[src/pkg/gpp_pkg.sv]
// constants and types shared by the parallel port block
package gpp_pkg;

  // port width and byte lanes of the register access port
  localparam int unsigned PORT_W   = 16;
  localparam int unsigned LANE_W   = 8;
  localparam int unsigned LANE_N   = PORT_W / LANE_W;

  // register select codes: word index of each port register
  localparam logic [1:0] SEL_DIR   = 2'h0;
  localparam logic [1:0] SEL_STATE = 2'h1;
  localparam logic [1:0] SEL_LATCH = 2'h2;

  // reset values, plus the all-zero and all-one words
  localparam logic [PORT_W-1:0] LATCH_RST = 16'h0000;
  localparam logic [PORT_W-1:0] RDATA_RST = 16'h0000;
  localparam logic [PORT_W-1:0] ALL_ZERO  = 16'h0000;
  localparam logic [PORT_W-1:0] ALL_ONE   = 16'hFFFF;

  // register selector type
  typedef logic [1:0] gpp_sel_t;

  // port data word
  typedef logic [PORT_W-1:0] gpp_word_t;

endpackage

[src/verilog/gpp_pad_mux.sv]
// per-pad output data and enable multiplexers between peripheral and port
`timescale 1ns/10ps

module gpp_pad_mux (
  input  wire gpp_pkg::gpp_word_t impl_mask_i,
  input  wire gpp_pkg::gpp_word_t input_only_mask_i,
  input  wire gpp_pkg::gpp_word_t periph_en_i,
  input  wire gpp_pkg::gpp_word_t periph_drive_i,
  input  wire gpp_pkg::gpp_word_t periph_out_i,
  input  wire gpp_pkg::gpp_word_t port_dir_i,
  input  wire gpp_pkg::gpp_word_t port_latch_i,
  output var  gpp_pkg::gpp_word_t pad_out_o,
  output var  gpp_pkg::gpp_word_t pad_oe_o,
  output var  gpp_pkg::gpp_word_t periph_owns_o
);
  import gpp_pkg::*;

  gpp_word_t periph_sel;
  gpp_word_t port_oe;

  ////////////////////////////////////////////////////////////////////////////////
  // ownership: an enabled peripheral takes the pad only while it drives it;
  // input-only functions never compete, so such pads stay with the port
  assign periph_sel = periph_en_i & periph_drive_i & ~input_only_mask_i & impl_mask_i;

  // port drives only where the direction bit is zero
  assign port_oe = ~port_dir_i & impl_mask_i;

  ////////////////////////////////////////////////////////////////////////////////
  // the two multiplexers per pad: data and output enable
  always_comb begin
    for (int i = 0; i < PORT_W; i++) begin
      if (periph_sel[i]) begin
        pad_out_o[i] = periph_out_i[i];
        pad_oe_o[i]  = 1'b1;            // port driver is off here
      end else begin
        pad_out_o[i] = port_latch_i[i] & impl_mask_i[i];
        pad_oe_o[i]  = port_oe[i];
      end
    end
  end

  assign periph_owns_o = periph_sel;

endmodule

[src/verilog/gpp_port.sv]
// parallel i/o port of up to sixteen pins shared with peripherals
//
// Overview of operation
// - an actively driving enabled peripheral turns the port driver off; pin stays readable
// - an enabled but idle peripheral leaves the pin to the port's latch and direction
// - direction one makes the pin an input, zero makes it an output
// - reset sets every implemented direction bit, so all pins come up as inputs
// - latch reads return stored latch, latch writes update it
// - pin-state reads return pin levels, pin-state writes update the latch
// - unimplemented bit positions are disabled and read as zero everywhere
// - pins shared only with input functions stay fully owned by the port
// - per pad, multiplexers pick peripheral or port for output data and enable

// access port notes
//   selects: direction, pin state, latch, and one spare code that reads zero
//   writes land at the strobe edge, one byte lane per enable bit
//   reads answer a cycle later with a single-cycle valid pulse
//   read and write together: the read returns the value before the write
//   a pin-state read right after a write may still see the old pad level
//   pads and peripheral paths are combinational, so ownership moves at once
//   no pad synchroniser here: pad levels are taken as already synchronous
`timescale 1ns/10ps

module gpp_port #(
  parameter gpp_pkg::gpp_word_t IMPL_MASK       = 16'hFFFF,
  parameter gpp_pkg::gpp_word_t INPUT_ONLY_MASK = 16'h0000
) (
  input  wire  logic               clk_i,
  input  wire  logic               reset_n_i,

  // register access port
  input  wire  gpp_pkg::gpp_sel_t  acc_sel_i,
  input  wire  logic               acc_wr_i,
  input  wire  logic               acc_rd_i,
  input  wire  logic [1:0]         acc_be_i,
  input  wire  gpp_pkg::gpp_word_t acc_wdata_i,
  output var   gpp_pkg::gpp_word_t acc_rdata_o,
  output logic                     acc_rvalid_o,

  // peripherals sharing the pins
  input  wire  gpp_pkg::gpp_word_t periph_en_i,
  input  wire  gpp_pkg::gpp_word_t periph_drive_i,
  input  wire  gpp_pkg::gpp_word_t periph_out_i,
  output var   gpp_pkg::gpp_word_t periph_pin_o,
  output var   gpp_pkg::gpp_word_t periph_owns_o,

  // pad cells
  input  wire  gpp_pkg::gpp_word_t pad_in_i,
  output var   gpp_pkg::gpp_word_t pad_out_o,
  output var   gpp_pkg::gpp_word_t pad_oe_o
);
  import gpp_pkg::*;

  ////////////////////////////////////////////////////////////////////////////////
  // state of the port

  typedef struct packed {
    gpp_word_t pin_direction_reg;
    gpp_word_t output_latch_reg;
    gpp_word_t rdata;
    logic      rvalid;
  } gpp_state_t;

  // reset image: implemented pins come up as inputs, latch and read port clear
  localparam gpp_state_t ST_RST = '{
    pin_direction_reg: IMPL_MASK,
    output_latch_reg:  LATCH_RST,
    rdata:             RDATA_RST,
    rvalid:            1'b0
  };

  // registered state and its next value
  gpp_state_t st_q;
  gpp_state_t st_d;

  // pad levels and write decode
  gpp_word_t  pin_level;
  gpp_word_t  wr_mask;
  logic       wr_dir;
  logic       wr_at_latch;
  logic       wr_at_state;
  logic       wr_latch;

  ////////////////////////////////////////////////////////////////////////////////
  // helpers

  // unimplemented positions are held at zero wherever a word is stored or read
  function automatic gpp_word_t keep_impl(input gpp_word_t v);
    keep_impl = v & IMPL_MASK;
  endfunction

  // one strobe qualified by one select code, shared by the write decode
  function automatic logic sel_is(input logic     strobe_v,
                                  input gpp_sel_t sel_v,
                                  input gpp_sel_t code_v);
    sel_is = strobe_v && (sel_v == code_v);
  endfunction

  // merge write data under a bit mask, keeping unimplemented bits at zero
  function automatic gpp_word_t merge_bits(input gpp_word_t old_v,
                                           input gpp_word_t new_v,
                                           input gpp_word_t mask_v);
    merge_bits = keep_impl((old_v & ~mask_v) | (new_v & mask_v));
  endfunction

  // expand the byte enables to a bit mask
  function automatic gpp_word_t lane_mask(input logic [1:0] be_v);
    gpp_word_t m;
    m = ALL_ZERO;
    for (int l = 0; l < LANE_N; l++) begin
      if (be_v[l]) begin
        m[l*LANE_W +: LANE_W] = {LANE_W{1'b1}};
      end
    end
    lane_mask = m;
  endfunction

  // read mux: the spare select code reads zero
  function automatic gpp_word_t read_word(input gpp_sel_t  sel_v,
                                          input gpp_word_t dir_v,
                                          input gpp_word_t latch_v,
                                          input gpp_word_t pins_v);
    gpp_word_t r;
    unique case (sel_v)
      SEL_DIR: begin
        r = keep_impl(dir_v);
      end
      SEL_STATE: begin
        r = keep_impl(pins_v); // pad level, not the latch
      end
      SEL_LATCH: begin
        r = keep_impl(latch_v); // latch, not the pads
      end
      default: begin
        r = ALL_ZERO; // unmapped selector reads zero
      end
    endcase
    read_word = r;
  endfunction

  ////////////////////////////////////////////////////////////////////////////////
  // write decode

  // pins read as their pad level; unimplemented positions forced low
  assign pin_level = keep_impl(pad_in_i);

  // byte lanes and select decode of a write
  assign wr_mask     = lane_mask(acc_be_i);
  assign wr_dir      = sel_is(acc_wr_i, acc_sel_i, SEL_DIR);
  assign wr_at_latch = sel_is(acc_wr_i, acc_sel_i, SEL_LATCH);
  assign wr_at_state = sel_is(acc_wr_i, acc_sel_i, SEL_STATE);

  // both addresses land in the latch; the pads never feed back into it
  assign wr_latch = wr_at_latch || wr_at_state;

  ////////////////////////////////////////////////////////////////////////////////
  // next state

  always_comb begin
    st_d        = st_q;
    st_d.rvalid = 1'b0;

    // direction register, implemented bits only
    if (wr_dir) begin
      st_d.pin_direction_reg = merge_bits(st_q.pin_direction_reg, acc_wdata_i, wr_mask);
    end

    // latch writes from either address
    if (wr_latch) begin
      st_d.output_latch_reg = merge_bits(st_q.output_latch_reg, acc_wdata_i, wr_mask);
    end

    // read path: registered, so answer comes one cycle after the request;
    // a read in the same cycle as a write returns the old register value
    if (acc_rd_i) begin
      st_d.rvalid = 1'b1;
      st_d.rdata  = read_word(acc_sel_i,
                              st_q.pin_direction_reg,
                              st_q.output_latch_reg,
                              pin_level);
    end
  end

  ////////////////////////////////////////////////////////////////////////////////
  // state register

  // all implemented pins come up as inputs
  always_ff @(posedge clk_i or negedge reset_n_i) begin
    if (!reset_n_i) begin
      st_q <= ST_RST;
    end else begin
      st_q <= st_d;
    end
  end

  ////////////////////////////////////////////////////////////////////////////////
  // pad multiplexers

  gpp_pad_mux i_gpp_pad_mux (
    .impl_mask_i       (IMPL_MASK),
    .input_only_mask_i (INPUT_ONLY_MASK),
    .periph_en_i       (periph_en_i),
    .periph_drive_i    (periph_drive_i),
    .periph_out_i      (periph_out_i),
    .port_dir_i        (st_q.pin_direction_reg),
    .port_latch_i      (st_q.output_latch_reg),
    .pad_out_o         (pad_out_o),
    .pad_oe_o          (pad_oe_o),
    .periph_owns_o     (periph_owns_o)
  );

  ////////////////////////////////////////////////////////////////////////////////
  // outputs

  // peripherals always see the pin level, whoever owns the driver
  assign periph_pin_o = pin_level;

  // read port straight from the state register, so no glitches reach the bus
  assign acc_rdata_o  = st_q.rdata;
  assign acc_rvalid_o = st_q.rvalid;

endmodule

[config.mk]
export PLATFORM = sky130hd
export DESIGN_NAME = gpp_port
export DESIGN_NICKNAME = d
export VERILOG_FILES = /design/src/pkg/gpp_pkg.sv /design/src/verilog/gpp_pad_mux.sv /design/src/verilog/gpp_port.sv
export SDC_FILE = /design/constraint.sdc
export NUM_CORES = 1
export LEC_CHECK = 0
export BUFFER_PORTS_ARGS = -buffer_cell sky130_fd_sc_hd__buf_2
export CELL_PAD_IN_SITES_DETAIL_PLACEMENT = 1
export CELL_PAD_IN_SITES_GLOBAL_PLACEMENT = 1
export CORE_UTILIZATION = 28
export CTS_CLUSTER_SIZE = 20
export DETAILED_ROUTE_END_ITERATION = 8
export GPL_TIMING_DRIVEN = 0
export PLACE_DENSITY_LB_ADDON = 0.1
export SYNTH_ARGS = -nofsm -noshare
export SYNTH_HDL_FRONTEND = slang
export SYNTH_SLANG_ARGS = --single-unit
[constraint.sdc]
create_clock -name clk_i -period 1 [get_ports clk_i]
set_input_delay 0.05 -clock clk_i [delete_from_list [all_inputs] [get_ports clk_i]]
set_output_delay 0.05 -clock clk_i [all_outputs]
set_load 0.05 [all_outputs]
# Word-level counts from Yosys, hierarchy flattened
# Index checks and enable logic that the tools add are counted.
# op_classes
mux	36
n_eq_ne	2
n_reduce_logical	5
n_bitwise	8
# op_table
operator	n
bitwise AND 16 bit	4
one-hot mux 16 bit (3 select lines)	1
two-way mux 1 bit	33
inverter 16 bit	2
bitwise OR 16 bit	2
two-way mux 8 bit	2
logical AND 1 bit	3
equality test 2 x 1 -> 1 bit (second input constant)	1
equality test 2 bit (second input constant)	1
zero test 2 bit	1
logical OR 1 bit	1
# word_totals
elab_cells	55
out_inout_bits	81
regBits	49
in_bits	88

# Longest topological paths before layout
# logic_depth
depth_word	4
ltp_mapped	5

# By module
# Synthesis repeated with hierarchy kept, for this count alone.
# hier_totals
cells_unflattened	312
hier_area_um2	3283.1
# modules_own_cells
mod	n_inst	cells_per_inst	seq_area_each_um2	area_each_um2
gpp_port	1	200	1246.2	2482.4
gpp_pad_mux	1	112	0.0	800.8

# Least setup slack after synthesis
# Ideal clock, no wire load.
# synth_timing
path_type	register -> register
from	register with a tool-made name
to	register st_q, in the netlist acc_rdata_o[10]
path_slack_ns	-0.047
setup_time_ns	0.082
stages_incl_launch_ff	4
t_arrival_ns	0.965
period_less_slack_ns	1.047
path_cell_list	dfstp_2 mux2i_1 or2_2 a31oi_1
# synth_rtl
element	line_no	rtl
to (signal assigned)	gpp_port.sv:192	st_q <= st_d;
to (decl)	gpp_port.sv:73	gpp_state_t st_q;

==> key figures <==
Clocking
  • Clock tree root buffer cell: clkbuf_8
  • Clk slew on worst S/H paths: 0.10 ns
  • Htree depth: 2
  • # clock sinks: slightly below 50
  • Clock buffer count from CTS: 5
  • Clk_lat worst skew: roughly 0.30 ns
  • CTS tree: built
  • Clock tree buffer depth: 2

Die
  • Die Y: 101 µm
  • Die width: between 100 and 150 µm
  • Rows: 35
  • Core region area: roughly 9300 µm²
  • Die ar.: just over 10000 µm²
  • Initial core utilization: a little under 30%
  • Top Ports: ~170

Power
  • NetSw: about 3.5 mW
  • Sw Ratio: approximately two fifths
  • Leak pwr: ~2.5 nW
  • Internal Power: between 5 and 6 mW
  • Pwr Density: 1910 nW/µm²
  • Sequential Power Share: about 30%
  • Comb pwr share: between 50% and 60%
  • Worst VDD drop: 884 µV
  • Overall power: roughly 9.1 mW
  • Clk network pwr share: around a fifth

Layout
  • Final instance area: ~4700 µm²
  • Final core occ: between 50% and 60%
  • Syn-to-layout area delta: 74.6%
  • Fill cells: 1090
  • Finished Layout Cells: ~600
  • Layout cell share with drive strength beyond 1: 69.9%
  • Final net count: 555
  • Ant. Diodes: 0

Logic synthesis
  • Synthesis-stage register bit count: approximately 50
  • Cell taking the most area after synthesis: dfrtp_1
  • Post-Syn Area: ~2700 µm²
  • Syn_nets: approximately 340
  • Syn_area_per_cell: 11.0 µm²
  • Top cells by area, synth: dfrtp_1 (30%), mux2_2 (19%), dfstp_2 (15%), mux2i_1 (5.9%), nand2_1 (5.4%)
  • Cells after synthesis: about 250
  • Yosys cell types: 21
  • Yosys synthesis warning count: 0
  • Post-synth top area share: 30.4%
  • Seq/Total Area, Yosys: 45.9%

Setup path
  • Crit path DAT: between 1 and 1.5 ns
  • Flop-to-flop setup slack: -0.17 ns
  • Cells along the critical path: mux2_4 > buf_8
  • WS Path Type: reg -> out
  • Worst reg2reg path endpoint: acc_rdata_o[5]
  • Depth of the worst register-to-register path: 5
  • Worst-path fanout max: 2
  • CP Data Required Time: 0.95 ns
  • Crit end category: primary output
  • CP max stage cell: dfrtp_1
  • Critical Path Start Type: register
  • Max stage delay on crit path: between 0.4 and 0.5 ns

GRT
  • First-pass GRT wire length: about 14 mm
  • Antenna violations before repair: 0
  • Largest net degree at the start of global routing: 50
  • Vias in the first global route: approximately 2800
  • Global route overflow: 0
  • Total track usage: approximately 18%

Drt
  • Post-DRT Antenna Nets: 0
  • First drt pass iteration count: 4
  • Initial drt markers: just over 40
  • Vias: about 2600
  • Drt total wl: just over 9 mm
  • Routed len/inst: between 15 and 20 µm
  • Vias per inst: 4.43
  • # DRC: 0

Placed design
  • Gpl congestion: 0.685
  • Cell total after placement: between 500 and 600
  • Placed cell area: about 3700 µm²
  • Dpl hpwl: between 6 and 7 mm
  • Port Buffers: roughly 170

Timing
  • Tightest Pin Transition: between 1 and 1.5 ns
  • RSZ-0062 raised after global routing: true
  • Fin. Hold Viols: 33
  • Final worst-path cycle share: 119%
  • Skew final: 0.00747 ns
  • Final Critical Period: 1.19 ns
  • Finish-stage setup viols: 49
  • Fin worst setup slack: -0.191 ns
  • Rel. slew slack: roughly a quarter
  • Total negative slack: -5.64 ns
  • FMAX: approximately 840 MHz
  • Fin. max-slew vios: 0
  • Worst hold slack: -0.0326 ns

Status
  • Status: complete, but fails checks
  • Failing checks: negative hold slack, negative setup slack

Hold path
  • Hold crit path type: in -> async

Flow run
  • Max-Cap Viols: 0
per-layer routing:
metal | up-vias | part of all wire (%) | global-route usage, %
met5 | - | 0 | 0
met4 | 0 | 0.79 | 3.68
met3 | 5 | 3.5 | 2.91
met2 | 80 | 55 | 33.5
met1 | 1297 | 41 | 20.4
li1 | 1264 | - | -
worst max path at each step:
stage,cells after the start,end
5_1_grt,2,pad_out_o[1]
6_report,2,pad_out_o[5]
3_3_place_gp,5,acc_rdata_o[7]
4_1_cts,2,pad_out_o[6]
3_5_place_dp,5,acc_rdata_o[1]
2_1_floorplan,3,acc_rdata_o[10]
Yosys cell counts (all sizes together):
| master | count |
|---|---|
| mux2 | 48 |
| nand2 | 39 |
| dfrtp | 33 |
| buf | 20 |
| nor2 | 18 |
| dfstp | 16 |
| inv | 16 |
| mux2i | 16 |
| a21oi | 11 |
| a2bb2oi | 11 |
| a31oi | 5 |
| clkbuf | 5 |
| or2 | 5 |
| nor3 | 2 |
| and2b | 1 |
| xnor2 | 1 |
cell usage in the layout (no fill, tap or decap), types with 7 or more instances in the layout:
cell type,synthesis,layout
buf_6,3,30
dfstp_2,16,16
mux2_2,47,30
buf_4,16,41
nor2_1,16,16
dfrtp_1,33,33
buf_2,1,124
buf_8,0,16
inv_1,16,16
dlygate4sd3_1,0,15
mux2i_1,16,12
nand2_1,39,23
mux2_4,1,18
a2bb2oi_1,11,7
a21oi_1,11,11
clkbuf_4,0,7
nand2_2,0,16
power groups by stage:
| stage | Combinational (mW) | Clock (mW) | Sequential [mW] |
|---|---|---|---|
| 2_1_floorplan | 2.21 | 0 | 3.03 |
| 3_3_place_gp | 3.27 | 0 | 2.77 |
| 3_5_place_dp | 3.32 | 0 | 2.78 |
| 4_1_cts | 4.38 | 1.73 | 2.73 |
| 5_1_grt | 4.87 | 1.80 | 2.80 |
| 6_report | 4.64 | 1.69 | 2.75 |
per-stage QoR:
| step | hold slack [ns] | setup slack (ns) |
|---|---|---|
| after detailed placement | 0.249 | -0.355 |
| final | -0.0326 | -0.191 |
| after global routing | 0.00272 | -0.223 |
| after global placement | 0.248 | -0.318 |
| after CTS | 0.0000322 | -0.192 |
| after floorplan | -0.246 | -0.00500 |
cell type report:
| class | count | area (µm²) | share of cell area, % |
|---|---|---|---|
| clock buffer | 5 | 68.8 | 1.45 |
| tap | 129 | 161 | 3.40 |
| timing repair buffer | 213 | 1550 | 32.7 |
| buffer | 25 | 180 | 3.80 |
| sequential | 49 | 1250 | 26.3 |
| inverter | 16 | 60.1 | 1.27 |
| multi-input combinational | 157 | 1410 | 29.8 |
| clock inverter | 3 | 65.1 | 1.37 |
logic make-up after synthesis:
kind of cell	Yosys count	share of synthesized area [%]
buffers and inverters	41	8.79
flip-flops	49	45.9
AND/OR/NAND/NOR	65	11.7
multiplexers	64	25.9
XOR/XNOR	1	1.01
AO/OA/AOI/OAI	27	6.72
timing repair:
action	CTS	global route
endpoints found under the hold margin	27	0
resized for setup	118	31
hold buffers	15	0
buffers inserted	24	7
endpoints found under the setup margin	51	56
pin swaps	16	2
worst max-delay path: cells and delay by family (launching register included):
kind	cells	cell delay (ns)
buffers and inverters	1	0.15
multiplexers	1	0.27
flip-flops	1	0.41
Power figures use the tool's default switching activity.
